### config.mk
export PLATFORM = sky130hd
export DESIGN_NAME = rism_top
export DESIGN_NICKNAME = d
export VERILOG_FILES = /design/src/rtl/rism_pkg.sv /design/src/rtl/rism_sync2.sv /design/src/rtl/rism_level_cmp.sv /design/src/rtl/rism_top.sv
export SDC_FILE = /design/constraint.sdc
export NUM_CORES = 1
export LEC_CHECK = 0
export BUFFER_PORTS_ARGS = -buffer_cell sky130_fd_sc_hd__buf_2
export CAP_MARGIN = 20
export CORE_UTILIZATION = 40
export DETAILED_ROUTE_END_ITERATION = 10
export GPL_ROUTABILITY_DRIVEN = 0
export HOLD_SLACK_MARGIN = 0.12
export PLACE_DENSITY = 0.7
export SYNTH_ARGS = -nofsm -noshare
export SYNTH_HDL_FRONTEND = slang
export SYNTH_SLANG_ARGS = --single-unit
### constraint.sdc
create_clock -name i_ref_clk -period 1.9 [get_ports i_ref_clk]
set_input_delay 0.095 -clock i_ref_clk [delete_from_list [all_inputs] [get_ports i_ref_clk]]
set_output_delay 0.095 -clock i_ref_clk [all_outputs]
set_load 0.01 [all_outputs]
### src/rtl/rism_pkg.sv
// Constants, field positions and carrier types of the radio interrupt source mapping block.
// Overview of operation
// - Continuous receive/standby: first pin gives sync, or signal level for selector 01.
// - Buffered receive first pin: none, byte written, not-empty, sync.
// - Packet receive first pin: payload ready, byte written, not-empty, sync or address match.
// - Second pin receive: bit clock continuous; buffered none/full/level/threshold; packet CRC good first.
// - Not-empty, full and threshold sources stay routable in standby too.
// - Transmit second pin: bit clock continuous, else full (0) or transmit done (1).
// - Read-only queue-full status at bit 2.
// - Active-high queue-not-empty status at bit 1.
// - Sticky overrun flag at bit 0; writing 1 clears flag and queue.
// - Fill-method bit picks automatic sync-start filling or manual fill control.
// - Automatic fill bit rises on sync; writing 1 clears and re-arms unless overrun.
// - Manual filling follows the fill bit written by the host.
// - Read-only transmit-done flag at bit 5 after last bit leaves shifter.
// - Buffered transmit start: full (0) or not empty (1); first pin not-empty.
// - Packet transmit start: threshold reached (0) or not empty (1), with matching pin.
// - Bit 3 enables the signal-level source, resets to 0.
// - Sticky signal-level flag sets above threshold, cleared by writing 1.
// - Lock status bit shows synthesizer lock, cleared by writing 1.
// - Lock-detect enable drives lock output, else releases it.
// - Eight-bit signal-level threshold, reset zero, sets the flag trigger level.
package rism_pkg;
  // Register indices; byte address is four times the index.
  localparam logic [3:0] RISM_IDX_SEL = 4'hD;
  localparam logic [3:0] RISM_IDX_FILL = 4'hE;
  localparam logic [3:0] RISM_IDX_THR = 4'hF;
  localparam logic [7:0] RISM_ADDR_SEL = {2'h0, RISM_IDX_SEL, 2'h0};
  localparam logic [7:0] RISM_ADDR_FILL = {2'h0, RISM_IDX_FILL, 2'h0};
  localparam logic [7:0] RISM_ADDR_THR = {2'h0, RISM_IDX_THR, 2'h0};
  localparam logic [7:0] RISM_ADDR_MODE = 8'h40;
  // Field positions.
  localparam int RISM_B_IRQ0_HI = 7;
  localparam int RISM_B_IRQ0_LO = 6;
  localparam int RISM_B_IRQ1_HI = 5;
  localparam int RISM_B_IRQ1_LO = 4;
  localparam int RISM_B_TXIRQ1 = 3;
  localparam int RISM_B_FULL = 2;
  localparam int RISM_B_NEMPTY = 1;
  localparam int RISM_B_OVR = 0;
  localparam int RISM_B_METHOD = 7;
  localparam int RISM_B_FILL = 6;
  localparam int RISM_B_TXDONE = 5;
  localparam int RISM_B_TXSTART = 4;
  localparam int RISM_B_LVLEN = 3;
  localparam int RISM_B_LVL = 2;
  localparam int RISM_B_LOCK = 1;
  localparam int RISM_B_LOCKEN = 0;
  // Reset values.
  localparam logic [1:0] RISM_RST_SEL2 = 2'h0;
  localparam logic RISM_RST_BIT0 = 1'b0;
  localparam logic RISM_RST_LOCKEN = 1'b1;
  localparam logic [7:0] RISM_RST_THR = 8'h00;
  localparam logic [31:0] RISM_RST_WORD = 32'h00000000;

  typedef enum logic [1:0] {RISM_DM_CONT, RISM_DM_BUF, RISM_DM_PKT, RISM_DM_PKT2} rism_dmode_e;
  typedef enum logic [1:0] {RISM_OM_STBY, RISM_OM_RX, RISM_OM_TX, RISM_OM_SLEEP} rism_omode_e;

  // Events and levels from the data path.
  typedef struct packed {
    logic sync;
    logic addr_match;
    logic payload_ready;
    logic byte_written;
    logic crc_ok;
    logic bit_clock;
    logic last_bit_out;
    logic overrun;
    logic pll_lock;
  } rism_evt_s;

  // Queue state seen by the block.
  typedef struct packed {
    logic full;
    logic empty;
    logic at_threshold;
  } rism_q_s;
endpackage

### src/rtl/rism_sync2.sv
// Two-stage synchroniser for a bus of pin levels.
`timescale 1ns/10ps
module rism_sync2 import rism_pkg::*; #(
  parameter int WIDTH = 1
) (
  // Clock and reset.
  input wire logic i_ref_clk,
  input wire logic i_reset_n,
  // Levels.
  input wire logic [WIDTH-1:0] i_async,
  output logic [WIDTH-1:0] o_sync
);
  logic [WIDTH-1:0] meta_reg;
  logic [WIDTH-1:0] sync_reg;

  initial begin
    if (WIDTH < 1) $error("WIDTH must be at least one");
  end

  always_ff @(posedge i_ref_clk) begin
    if (!i_reset_n) begin
      meta_reg <= '0;
      sync_reg <= '0;
    end else begin
      meta_reg <= i_async;
      sync_reg <= meta_reg;
    end
  end
  assign o_sync = sync_reg;
endmodule

### src/rtl/rism_level_cmp.sv
// Signal-level comparator against the programmed threshold.
`timescale 1ns/10ps
module rism_level_cmp import rism_pkg::*; #(
  parameter int WIDTH = 8
) (
  // Operands.
  input wire logic [WIDTH-1:0] i_level,
  input wire logic [WIDTH-1:0] i_threshold,
  input wire logic i_enable,
  // Result.
  output logic o_above
);
  initial begin
    if (WIDTH < 1) $error("WIDTH must be at least one");
  end
  // Strictly above, so a zero threshold still ignores a zero reading.
  assign o_above = i_enable && (i_level > i_threshold);
endmodule

### src/rtl/rism_top.sv
// Interrupt source mapping, status flags and APB register file.
//
// Our own choice: the APB register port.
`timescale 1ns/10ps
module rism_top import rism_pkg::*; #(
  parameter int LVL_W = 8
) (
  // Clock and reset.
  input wire logic i_ref_clk,
  input wire logic i_reset_n,
  // APB slave.
  input wire logic i_psel,
  input wire logic i_penable,
  input wire logic i_pwrite,
  input wire logic [7:0] i_paddr,
  input wire logic [31:0] i_pwdata,
  output logic [31:0] o_prdata,
  output logic o_pready,
  output logic o_pslverr,
  // Data path events, same clock.
  input wire rism_evt_s i_evt,
  input wire rism_q_s i_q,
  input wire logic [LVL_W-1:0] i_level,
  input wire logic i_addr_filter_en,
  // Recovered bit clock from a pin.
  input wire logic i_bit_clock_pin,
  // Fill and transmit control.
  output logic o_fill_en,
  output logic o_queue_clear,
  output logic o_tx_start,
  // Interrupt and lock pins.
  output logic o_irq0,
  output logic o_irq1,
  output logic o_lock_out,
  output logic o_lock_oe_n
);
  // ****************************************
  // Registers
  // ****************************************
  logic [1:0] irq0_sel_reg;
  logic [1:0] irq1_sel_reg;
  logic tx_irq1_reg;
  logic overrun_reg;
  logic method_reg;
  logic fill_reg;
  logic tx_done_reg;
  logic tx_start_sel_reg;
  logic lvl_en_reg;
  logic lvl_flag_reg;
  logic lock_reg;
  logic lock_en_reg;
  logic [7:0] thr_reg;
  logic [1:0] dmode_reg;
  logic [1:0] omode_reg;
  logic [31:0] rdata_reg;
  logic bit_clock_s;

  initial begin
    if (LVL_W != 8) $error("LVL_W must be 8 to match the threshold field");
  end

  rism_sync2 #(.WIDTH(1)) u_sync (
    .i_ref_clk(i_ref_clk),
    .i_reset_n(i_reset_n),
    .i_async(i_bit_clock_pin),
    .o_sync(bit_clock_s)
  );

  logic lvl_above;
  rism_level_cmp #(.WIDTH(LVL_W)) u_cmp (
    .i_level(i_level),
    .i_threshold(thr_reg),
    .i_enable(lvl_en_reg),
    .o_above(lvl_above)
  );

  // ****************************************
  // Bus decode
  // ****************************************
  wire access = i_psel && i_penable;
  wire wr = access && i_pwrite;
  wire hit_sel = i_paddr == RISM_ADDR_SEL;
  wire hit_fill = i_paddr == RISM_ADDR_FILL;
  wire hit_thr = i_paddr == RISM_ADDR_THR;
  wire hit_mode = i_paddr == RISM_ADDR_MODE;
  wire hit_any = hit_sel || hit_fill || hit_thr || hit_mode;
  wire wr_sel = wr && hit_sel;
  wire wr_fill = wr && hit_fill;
  wire wr_thr = wr && hit_thr;
  wire wr_mode = wr && hit_mode;
  wire clr_ovr = wr_sel && i_pwdata[RISM_B_OVR];
  wire clr_fill = wr_fill && i_pwdata[RISM_B_FILL];
  wire clr_lvl = wr_fill && i_pwdata[RISM_B_LVL];
  wire clr_lock = wr_fill && i_pwdata[RISM_B_LOCK];
  wire is_cont = dmode_reg == RISM_DM_CONT;
  wire is_buf = dmode_reg == RISM_DM_BUF;
  wire is_pkt = dmode_reg[1];
  wire is_tx = omode_reg == RISM_OM_TX;
  wire nempty = !i_q.empty;

  // ****************************************
  // Read data
  // ****************************************
  wire [7:0] sel_word = {irq0_sel_reg, irq1_sel_reg, tx_irq1_reg, i_q.full, nempty, overrun_reg};
  wire [7:0] fill_word = {method_reg, fill_reg, tx_done_reg, tx_start_sel_reg, lvl_en_reg, lvl_flag_reg,
                          lock_reg, lock_en_reg};
  wire [31:0] rd_mux = hit_sel ? {24'h000000, sel_word} :
                       hit_fill ? {24'h000000, fill_word} :
                       hit_thr ? {24'h000000, thr_reg} :
                       hit_mode ? {28'h0000000, omode_reg, dmode_reg} : RISM_RST_WORD;
  // Captured in the setup cycle and held through the access edge, so the master samples a settled word.
  wire rd_load = i_psel && !i_penable;

  // ****************************************
  // Configuration registers
  // ****************************************
  always_ff @(posedge i_ref_clk) begin
    if (!i_reset_n) begin
      irq0_sel_reg <= RISM_RST_SEL2;
      irq1_sel_reg <= RISM_RST_SEL2;
      tx_irq1_reg <= RISM_RST_BIT0;
      method_reg <= RISM_RST_BIT0;
      tx_start_sel_reg <= RISM_RST_BIT0;
      lvl_en_reg <= RISM_RST_BIT0;
      lock_en_reg <= RISM_RST_LOCKEN;
      thr_reg <= RISM_RST_THR;
      dmode_reg <= RISM_RST_SEL2;
      omode_reg <= RISM_RST_SEL2;
    end else begin
      if (wr_sel) begin
        irq0_sel_reg <= i_pwdata[RISM_B_IRQ0_HI:RISM_B_IRQ0_LO];
        irq1_sel_reg <= i_pwdata[RISM_B_IRQ1_HI:RISM_B_IRQ1_LO];
        tx_irq1_reg <= i_pwdata[RISM_B_TXIRQ1];
      end
      if (wr_fill) begin
        method_reg <= i_pwdata[RISM_B_METHOD];
        tx_start_sel_reg <= i_pwdata[RISM_B_TXSTART];
        lvl_en_reg <= i_pwdata[RISM_B_LVLEN];
        lock_en_reg <= i_pwdata[RISM_B_LOCKEN];
      end
      if (wr_thr) begin
        thr_reg <= i_pwdata[7:0];
      end
      if (wr_mode) begin
        dmode_reg <= i_pwdata[1:0];
        omode_reg <= i_pwdata[3:2];
      end
    end
  end

  // ****************************************
  // Sticky flags
  // ****************************************
  // Hardware set wins over a software clear in the same cycle.
  wire ovr_next = i_evt.overrun || (overrun_reg && !clr_ovr);
  wire lvl_next = lvl_above || (lvl_flag_reg && !clr_lvl);
  wire lock_next = i_evt.pll_lock || (lock_reg && !clr_lock);
  wire txd_next = i_evt.last_bit_out || (tx_done_reg && !(wr_sel || wr_fill));
  // Automatic mode: re-arm only when no overrun is pending.
  wire auto_rearm = clr_fill && !overrun_reg;
  wire auto_fill_next = (i_evt.sync && !fill_reg) || (fill_reg && !auto_rearm);
  wire man_fill_next = wr_fill ? i_pwdata[RISM_B_FILL] : fill_reg;
  wire method_now = wr_fill ? i_pwdata[RISM_B_METHOD] : method_reg;
  wire fill_next = method_now ? man_fill_next : auto_fill_next;

  always_ff @(posedge i_ref_clk) begin
    if (!i_reset_n) begin
      overrun_reg <= RISM_RST_BIT0;
      lvl_flag_reg <= RISM_RST_BIT0;
      lock_reg <= RISM_RST_BIT0;
      tx_done_reg <= RISM_RST_BIT0;
      fill_reg <= RISM_RST_BIT0;
      rdata_reg <= RISM_RST_WORD;
    end else begin
      overrun_reg <= ovr_next;
      lvl_flag_reg <= lvl_next;
      lock_reg <= lock_next;
      tx_done_reg <= txd_next;
      fill_reg <= fill_next;
      if (rd_load) begin
        rdata_reg <= rd_mux;
      end
    end
  end

  // ****************************************
  // Source selection
  // ****************************************
  // Pins are combinational so a selector change shows in the same cycle.
  logic irq0_mux;
  logic irq1_mux;
  always_comb begin
    irq0_mux = 1'b0;
    if (is_tx) begin
      if (is_pkt && !tx_start_sel_reg) begin
        irq0_mux = i_q.at_threshold;
      end else if (!is_cont) begin
        irq0_mux = nempty;
      end
    end else if (is_cont) begin
      irq0_mux = (irq0_sel_reg == 2'h1) ? lvl_flag_reg : i_evt.sync;
    end else begin
      unique case (irq0_sel_reg)
        2'h0: irq0_mux = is_pkt ? i_evt.payload_ready : 1'b0;
        2'h1: irq0_mux = i_evt.byte_written;
        2'h2: irq0_mux = nempty;
        2'h3: irq0_mux = (is_pkt && i_addr_filter_en) ? i_evt.addr_match : i_evt.sync;
      endcase
    end
  end

  always_comb begin
    irq1_mux = 1'b0;
    if (is_cont) begin
      irq1_mux = bit_clock_s;
    end else if (is_tx) begin
      irq1_mux = tx_irq1_reg ? tx_done_reg : i_q.full;
    end else begin
      unique case (irq1_sel_reg)
        2'h0: irq1_mux = is_pkt ? i_evt.crc_ok : 1'b0;
        2'h1: irq1_mux = i_q.full;
        2'h2: irq1_mux = lvl_flag_reg;
        2'h3: irq1_mux = i_q.at_threshold;
      endcase
    end
  end

  assign o_irq0 = irq0_mux;
  assign o_irq1 = irq1_mux;

  // ****************************************
  // Outputs
  // ****************************************
  wire tx_cond = is_buf ? (tx_start_sel_reg ? nempty : i_q.full) :
                 (tx_start_sel_reg ? nempty : i_q.at_threshold);
  assign o_tx_start = is_tx && !is_cont && tx_cond;
  assign o_fill_en = is_buf && fill_reg;
  assign o_queue_clear = clr_ovr;
  assign o_lock_out = lock_reg && lock_en_reg;
  assign o_lock_oe_n = !lock_en_reg;
  assign o_prdata = rdata_reg;
  assign o_pready = access;
  assign o_pslverr = access && !hit_any;
endmodule

* After elaboration in Yosys (flattened, before gate mapping)
Index checks and enable logic that the tools add are counted.
** Word-level totals
- Register bits after elaboration :: 60
- Input port bits :: 67
- Logic and storage cells :: 106
** Operators by class
- Magnitude comparators :: 1
- Equality and inequality tests :: 13
- Mux-type cells :: 23
- Reduce and logical (&&, ||, !) cells :: 51
** Operator list (count)
- $logic_and A1 B1 Y1 :: 26
- $eq A8 B6 Y1 const B :: 3
- $mux W8 :: 3
- $mux W1 :: 17
- $logic_not A1 Y1 :: 13
- $eq A2 B2 Y1 const B :: 5
- $logic_or A1 B1 Y1 :: 9
- $eq A8 B7 Y1 const B :: 1
- $gt A8 B8 Y1 :: 1
- $pmux W1 S4 :: 2
- $eq A2 B1 Y1 const B :: 3
- $logic_not A2 Y1 :: 3
- $mux W4 :: 1
- $ne A2 B2 Y1 const B :: 1

* Depth between registers and ports, before layout
Gate-level depths: netlist of the first run.
- Depth after elaboration :: 9
- Depth in mapped cells :: 6
- Gate-level depth less buffers :: 6

* Hierarchy
A second synthesis of the first run with hierarchy kept.
** Unflattened totals
- Cell total of the unflattened synthesis :: 274
- Area total of the unflattened synthesis :: 2254.7 µm²
** By module, submodules not included
- rism_top :: instances 1, cells an instance 243, area each 2004.4 µm²
- rism_level_cmp :: instances 1, cells an instance 27, area each 197.7 µm²
- rism_sync2 :: instances 1, cells an instance 4, area each 52.6 µm²

* Worst setup path before layout of the first run
OpenSTA, ideal clock, no wires.
- Path type :: register to register
- Start point :: register thr_reg[4]
- End point :: register lvl_flag_reg
- Arrival time :: 1.272 ns
- Data required time :: 1.783 ns
- Setup slack :: 0.510 ns
- Stages on the path, launching flop included :: 7
- Buffers on the path :: 0
- Clock period less this slack :: 1.390 ns
- Cell sequence :: dfxtp_1 -> inv_1 -> ha_1 -> nand3_1 -> o311ai_0 -> a21oi_1 -> a32o_1
** On the way
- Word-level cells in the longest chain between the ends :: 3
** RTL lines
- start: declaration :: RTL line rism_top.sv:52 : logic [7:0] thr_reg;
- start signal: assignment :: RTL line rism_top.sv:142 : thr_reg <= i_pwdata[7:0];
- $gt A8 B8 Y1 :: RTL line rism_level_cmp.sv:17 : assign o_above = i_enable && (i_level > i_threshold);
- $logic_and A1 B1 Y1 :: RTL line rism_level_cmp.sv:17
- $logic_or A1 B1 Y1 :: RTL line rism_top.sv:156 : wire lvl_next = lvl_above || (lvl_flag_reg && !clr_lvl);
- end signal: assignment :: RTL line rism_top.sv:176 : lvl_flag_reg <= lvl_next;
- end: declaration :: RTL line rism_top.sv:49 : logic lvl_flag_reg;
Every way passes these cells.
A chain may end at the register's enable or synchronous reset.

* Final worst setup path of the first run
- Start point :: register dmode_reg[1]
- End point :: output o_irq0
** On the way
- Word-level cells in the longest chain between the ends :: 5
- Elaborated cells between the ends (all ways) :: 10
** RTL lines
- start: declaration :: RTL line rism_top.sv:53 : logic [1:0] dmode_reg;
- start signal: assignment :: RTL line rism_top.sv:145 : dmode_reg <= i_pwdata[1:0];
- $logic_and A1 B1 Y1 :: RTL line rism_top.sv:207 : 2'h3: irq0_mux = (is_pkt && i_addr_filter_en) ? i_evt.addr_match : i_evt.sync;
- $mux W1 :: RTL line rism_top.sv:207
- $pmux W1 S4 :: RTL line rism_top.sv:203 : unique case (irq0_sel_reg)
- $mux W1 :: RTL line rism_top.sv:200 : end else if (is_cont) begin
- $mux W1 (*) :: RTL line rism_top.sv:194 : if (is_tx) begin
- end: declaration :: RTL line rism_top.sv:32 : output logic o_irq0,
Every way passes the cells marked *; elsewhere a longest branch is shown, timed or not.

==> summary.txt, run 1 <==
Placed design
  – I/O Buffers: between 50 and 60
  – Dpl ws: ~0.34 ns
  – Detailed placement HPWL: 4.19 mm

Critical path
  – Slowest cell on crit path: dfxtp_1
  – Crit path depth: 6
  – Peak fanout along the critical path: 7
  – Reg2Reg Depth: 6
  – Critical Path Max Stage Delay: 0.33 ns
  – CP endpoint kind: primary output
  – CP delay by family, top: compound AO/OA/AOI/OAI gates
  – Crit-path cells: buf_4 -> and3b_1 -> o21ai_0 -> o2111ai_1 -> a21oi_1 -> buf_2
  – Critical path arrival: 1.57 ns
  – Worst Path Required: 1.80 ns
  – WS Path Type: reg2out
  – CP Buf/Inv Count: 2
  – Worst Setup Start Kind: register

STA
  – Setup Skew: 0.00511 ns
  – Unrepaired setup endpoints after global routing: false
  – Minimum clock period: 1.66 ns
  – Setup TNS: 0 ns
  – Worst Max-Slew Pin Slew: ~0.54 ns
  – Max Slew Vio Count: 0
  – Max Fclk: roughly 0.60 GHz
  – Max-Slew Margin vs Limit: 0.642
  – Final Hold Fails: 0
  – Setup Viol. Count Final: 0
  – Final worst setup slack: 0.236 ns
  – WHS: 0.231 ns
  – Final Cycle Share: 0.876

Detailed routing
  – Routed len/inst: between 10 and 15 um
  – Antenna Nets Post-Route: 0
  – Routed vias: between 2000 and 2500
  – Routed Wire Length: 5.48 mm
  – Iter 0 DRT Violations: around 120
  – Via/cell ratio: 5.08
  – First-pass iteration count of the detailed router: 4
  – DR DRC count: 0

Layout
  – Commonest cells after routing, fill and taps aside: buf_2, dfxtp_1, nand2_1
  – Fillers: 569
  – Synth-to-Final Area Change: 20.1%
  – Commonest non-fill, non-tap cell in the layout: buf_2
  – Share of cells above drive strength 1: 0.249
  – Sequential cell area: 721 um^2
  – Ant. Diodes: 0
  – Area of the multi-input gates: between 1000 and 1500 um^2
  – Final layout net count: roughly 420
  – Post-Route Utilization: 0.500

Synthesis
  – Syn Inst Count: 280
  – Async SR Flop Fraction: 0
  – Sequential share of the synthesized area: 0.312
  – Synth unique cells: 47
  – Ys flop type: dfxtp_1
  – Post-synth EDFFs: 0
  – Post-Syn Area: approximately 2300 um^2
  – Yosys Warn Count: 0
  – Register bit count reported by yosys: 36
  – Syn_area_per_cell: 8.24 um^2

Global route
  – Number of global-route vias before repair: 2029
  – Largest net degree at the start of global routing: 28
  – Total Routing Usage GR: 0.189
  – Initial antenna violation count: 0
  – First-pass GRT wire length: between 9 and 10 mm
  – Total grt overflow: 0

CTS
  – Post-CTS setup buffers: 0
  – Clock root buffer: clkbuf_8
  – H-tree depth: 2
  – Post-CTS Hold Fix Bufs: 12
  – Clk Latency, worst-skew pair: approximately 0.29 ns
  – Worst-path clk slew: 0.08 ns
  – CTS Buf Count: 5
  – Post-cts sizing count: 0
  – Clock sink total: 36
  – Max Root-Sink Buffers: 2
  – CTS tree: built

Floorplanning
  – Row cnt: 27
  – Core ar.: ~5500 um^2
  – Die Width: 78.0 um
  – Num ports: 108
  – Die Span Y: 78.0 um
  – Initial Util: 0.417
  – Die Area: 6080 um^2

Worst hold path
  – HP Class: in2reg
  – Hold Path Depth: 4

Power and ir drop
  – Static Leak: 1.26 nW
  – Max VDD drop: slightly below 0.3 mV
  – PwrDens: 607 nW/um^2
  – Tot Pwr: 1.68 mW

Run
  – Max-cap violations: 0

Status
  – Status: completed
-- logic make-up (layout without fill, tap and decap cells) --
family          Yosys count  count (layout)  synth area share
flops                    36              36             0.312
mux                      16              16            0.0743
simple gates             97              97             0.229
buf+inv                  54              96             0.139
other cells               1              24           0.00162
fa+ha+maj                 8               8            0.0434
compound gates           68              68             0.200
-- metrics by stage --
stage | cells | cell area (um^2)
floorplan | 303 | 2390
global placement | 397 | 2540
detailed placement | 397 | 2540
CTS | 417 | 2770
global route | 417 | 2770
finish | 417 | 2770
-- synth_stat cells (all sizes together), types with 3 or more instances --
cell     n  area, um^2
inv     13        48.8
nand4    4        46.3
and2     7        43.8
nand3   25         125
ha       8         100
o21ai   23         115
o21a     4        30.0
a221oi   3        32.5
nand2b   5        31.3
nor2     9        36.3
clkbuf   9        33.8
mux2     9         101
a21oi    8        40.0
nor2b   11        68.8
a21boi   6        45.0
dfxtp   36         721
nand2   26        97.6
buf     32         239
mux2i    7        70.1
a31oi    3        18.8
a22o     7        61.3
-- power by group --
part / internal (mW) / switching [mW] / total [mW]
clock network: 0.388 / 0.286 / 0.674
logic: 0.105 / 0.130 / 0.235
registers: 0.766 / 0.00838 / 0.774
-- per-layer routing --
| metal | vias to the layer above | routed length, um | global-route usage |
|---|---|---|---|
| li1 | 1069 | - | - |
| met1 | 953 | 2550 | 0.253 |
| met2 | 88 | 2510 | 0.311 |
| met3 | 8 | 356 | 0.0341 |
| met4 | 0 | 64 | 0.0519 |
| met5 | - | 0 | 0 |
-- final timing paths --
kind / slack (ns) / from / end
max: 0.24 / dmode_reg[1] / o_irq0
min: 0.23 / i_evt[8] / fill_reg
max reg2reg: 0.35 / thr_reg[7] / lvl_flag_reg
min reg2reg: 0.44 / u_sync.meta_reg / u_sync.o_sync
-- layout make-up --
cell class / instances / share of cell area
sequential: 36 / 0.260
timing repair buffer: 75 / 0.162
tap: 72 / 0.0325
multi-input combinational: 213 / 0.488
clock buffer: 5 / 0.0248
clock inverter: 3 / 0.0153
inverter: 13 / 0.0176
-- worst reg2reg max path, stage by stage (launching register included) --
cell      delay [ns]
dfxtp_1         0.37
inv_1           0.06
ha_1            0.28
nand3_1         0.11
o311ai_0        0.34
a21oi_1         0.08
a32o_1          0.21
Power figures use the tool's default switching activity.
==> inputs of run 2 (changes only) <==
--- a/config.mk
+++ b/config.mk
@@ -7,6 +7,7 @@
 export LEC_CHECK = 0
 export BUFFER_PORTS_ARGS = -buffer_cell sky130_fd_sc_hd__buf_2
 export CAP_MARGIN = 20
+export CORE_ASPECT_RATIO = 0.6
 export CORE_UTILIZATION = 40
 export DETAILED_ROUTE_END_ITERATION = 10
 export GPL_ROUTABILITY_DRIVEN = 0
==> run 2 against run 1 <==
  * Sequential power about the same
  * Critical endpoint is now o_tx_start
  * Combinational power is essentially flat
  * Fmax shrank 4.3%
  * Critical path depth decreased by 2
  * Largest cell class unchanged
  * Global-route usage increased by 0.55 points
  * Total power is 0.11% higher
  * Largest power group unchanged
==> summary.txt, run 2 (synthesized netlist as in run 1, its figures left out) <==
Global route
  – Number of global-route vias before repair: ~1800
  – Total grt overflow: 0
  – First-pass GRT wire length: 8.91 mm
  – Total Routing Usage GR: 0.194
  – Initial antenna violation count: 0
  – Largest net degree at the start of global routing: 29

STA
  – Minimum clock period: 1.74 ns
  – Max-Slew Margin vs Limit: 0.604
  – Final Cycle Share: 0.915
  – Setup Viol. Count Final: 0
  – Worst Max-Slew Pin Slew: a little under 0.6 ns
  – Setup Skew: 0.00534 ns
  – Final worst setup slack: about 0.16 ns
  – Setup TNS: 0 ns
  – Max Slew Vio Count: 0
  – Unrepaired setup endpoints after global routing: false
  – Final Hold Fails: 0
  – Max Fclk: between 0.5 and 0.6 GHz

Floorplanning
  – Die Span Y: 60.8 um
  – Die Width: 100 um
  – Row cnt: 21
  – Die Area: 6090 um^2
  – Core ar.: approximately 5600 um^2
  – Num ports: 108
  – Initial Util: 0.414

Critical path
  – Slowest cell on crit path: dfxtp_2
  – Critical Path Max Stage Delay: 0.44 ns
  – Critical path arrival: 1.64 ns
  – Worst Path Required: 1.80 ns
  – WS Path Type: reg2out
  – Crit-path cells: nand2b_1 -> mux2_2 -> o2111a_1 -> buf_2
  – Worst Setup Start Kind: register
  – CP endpoint kind: primary output
  – Peak fanout along the critical path: 9

CTS
  – CTS Buf Count: 5
  – Max Root-Sink Buffers: 2
  – Clock sink total: 36
  – Worst-path clk slew: 0.08 ns
  – H-tree depth: 2
  – Clock root buffer: clkbuf_8
  – CTS tree: built
  – Clk Latency, worst-skew pair: 0.29 ns

Status
  – Status: completed

Placed design
  – Detailed placement HPWL: about 4.3 mm
  – Dpl ws: between 0.2 and 0.3 ns
  – I/O Buffers: 58

Detailed routing
  – Via/cell ratio: between 4 and 5
  – DR DRC count: 0
  – Iter 0 DRT Violations: 121
  – First-pass iteration count of the detailed router: 4
  – Antenna Nets Post-Route: 0
  – Routed len/inst: 13.6 um
  – Routed vias: 2102
  – Routed Wire Length: 5.76 mm

Layout
  – Commonest cells after routing, fill and taps aside: buf_2, dfxtp_1, nand2_1
  – Share of cells above drive strength 1: 0.247
  – Fillers: approximately 570
  – Ant. Diodes: 0
  – Synth-to-Final Area Change: 20.1%
  – Final layout net count: around 420
  – Commonest non-fill, non-tap cell in the layout: buf_2

Worst hold path
  – HP Class: in2reg

Run
  – Max-cap violations: 0

Power and ir drop
  – Static Leak: 1.26 nW
  – PwrDens: around 610 nW/um^2
  – Max VDD drop: 0.329 mV
run 2: path summary, 6_finish.rpt:
check | startpoint | to | slack [ns] | cells past startpoint
worst min register to register | u_sync.meta_reg | u_sync.o_sync | 0.44 | 1
worst min-delay path | i_evt[8] | fill_reg | 0.22 | 4
worst max register to register | thr_reg[6] | lvl_flag_reg | 0.28 | 6
worst max-delay path | dmode_reg[1] | o_tx_start | 0.16 | 4
run 2: worst max-delay path, delay by kind of cell (launching register included):
kind | cells | cell delay (ns)
flip-flops | 1 | 0.44
multiplexers | 1 | 0.35
AO/OA/AOI/OAI | 1 | 0.23
AND/OR/NAND/NOR | 1 | 0.19
buffers and inverters | 1 | 0.14
run 2: report_power, final:
part | internal [mW] | total (mW) | switching [mW]
clock | 0.390 | 0.676 | 0.286
sequential | 0.766 | 0.775 | 0.00911
combinational | 0.104 | 0.234 | 0.131
run 2: what timing repair did:
action,CTS,global route
setup buffers,0,0
endpoints found under the hold margin,18,0
hold buffers,12,0
gates resized for setup,0,1
setup endpoints to repair,0,1
run 2: area by class of cell:
class                      count  area (um^2)  area share
multi-input combinational    213         1350       0.488
sequential                    36          722       0.260
timing repair buffer          74          440       0.159
tap                           80          100      0.0361
clock buffer                   6         72.6      0.0262
inverter                      13         48.8      0.0176
clock inverter                 2         35.0      0.0126
run 2: layer usage:
metal / GRT usage / part of all wire / vias to the layer above
met5: 0 / 0 / -
met4: 0.0352 / 0.0045 / 0
met3: 0.0484 / 0.079 / 5
met2: 0.284 / 0.41 / 71
met1: 0.291 / 0.50 / 957
li1: - / - / 1069
run 2: stage by stage:
step | util | cell area [um^2] | cells | power, mW | hold WS, ns
after floorplan | - | 2390 | 303 | 0.958 | 0.219
after global placement | 0.456 | 2540 | 404 | 1.00 | 0.304
after detailed placement | 0.456 | 2540 | 404 | 1.00 | 0.307
after CTS | 0.497 | 2770 | 424 | 1.69 | 0.218
after global routing | 0.498 | 2770 | 424 | 1.74 | 0.272
final | 0.498 | 2770 | 424 | 1.68 | 0.218
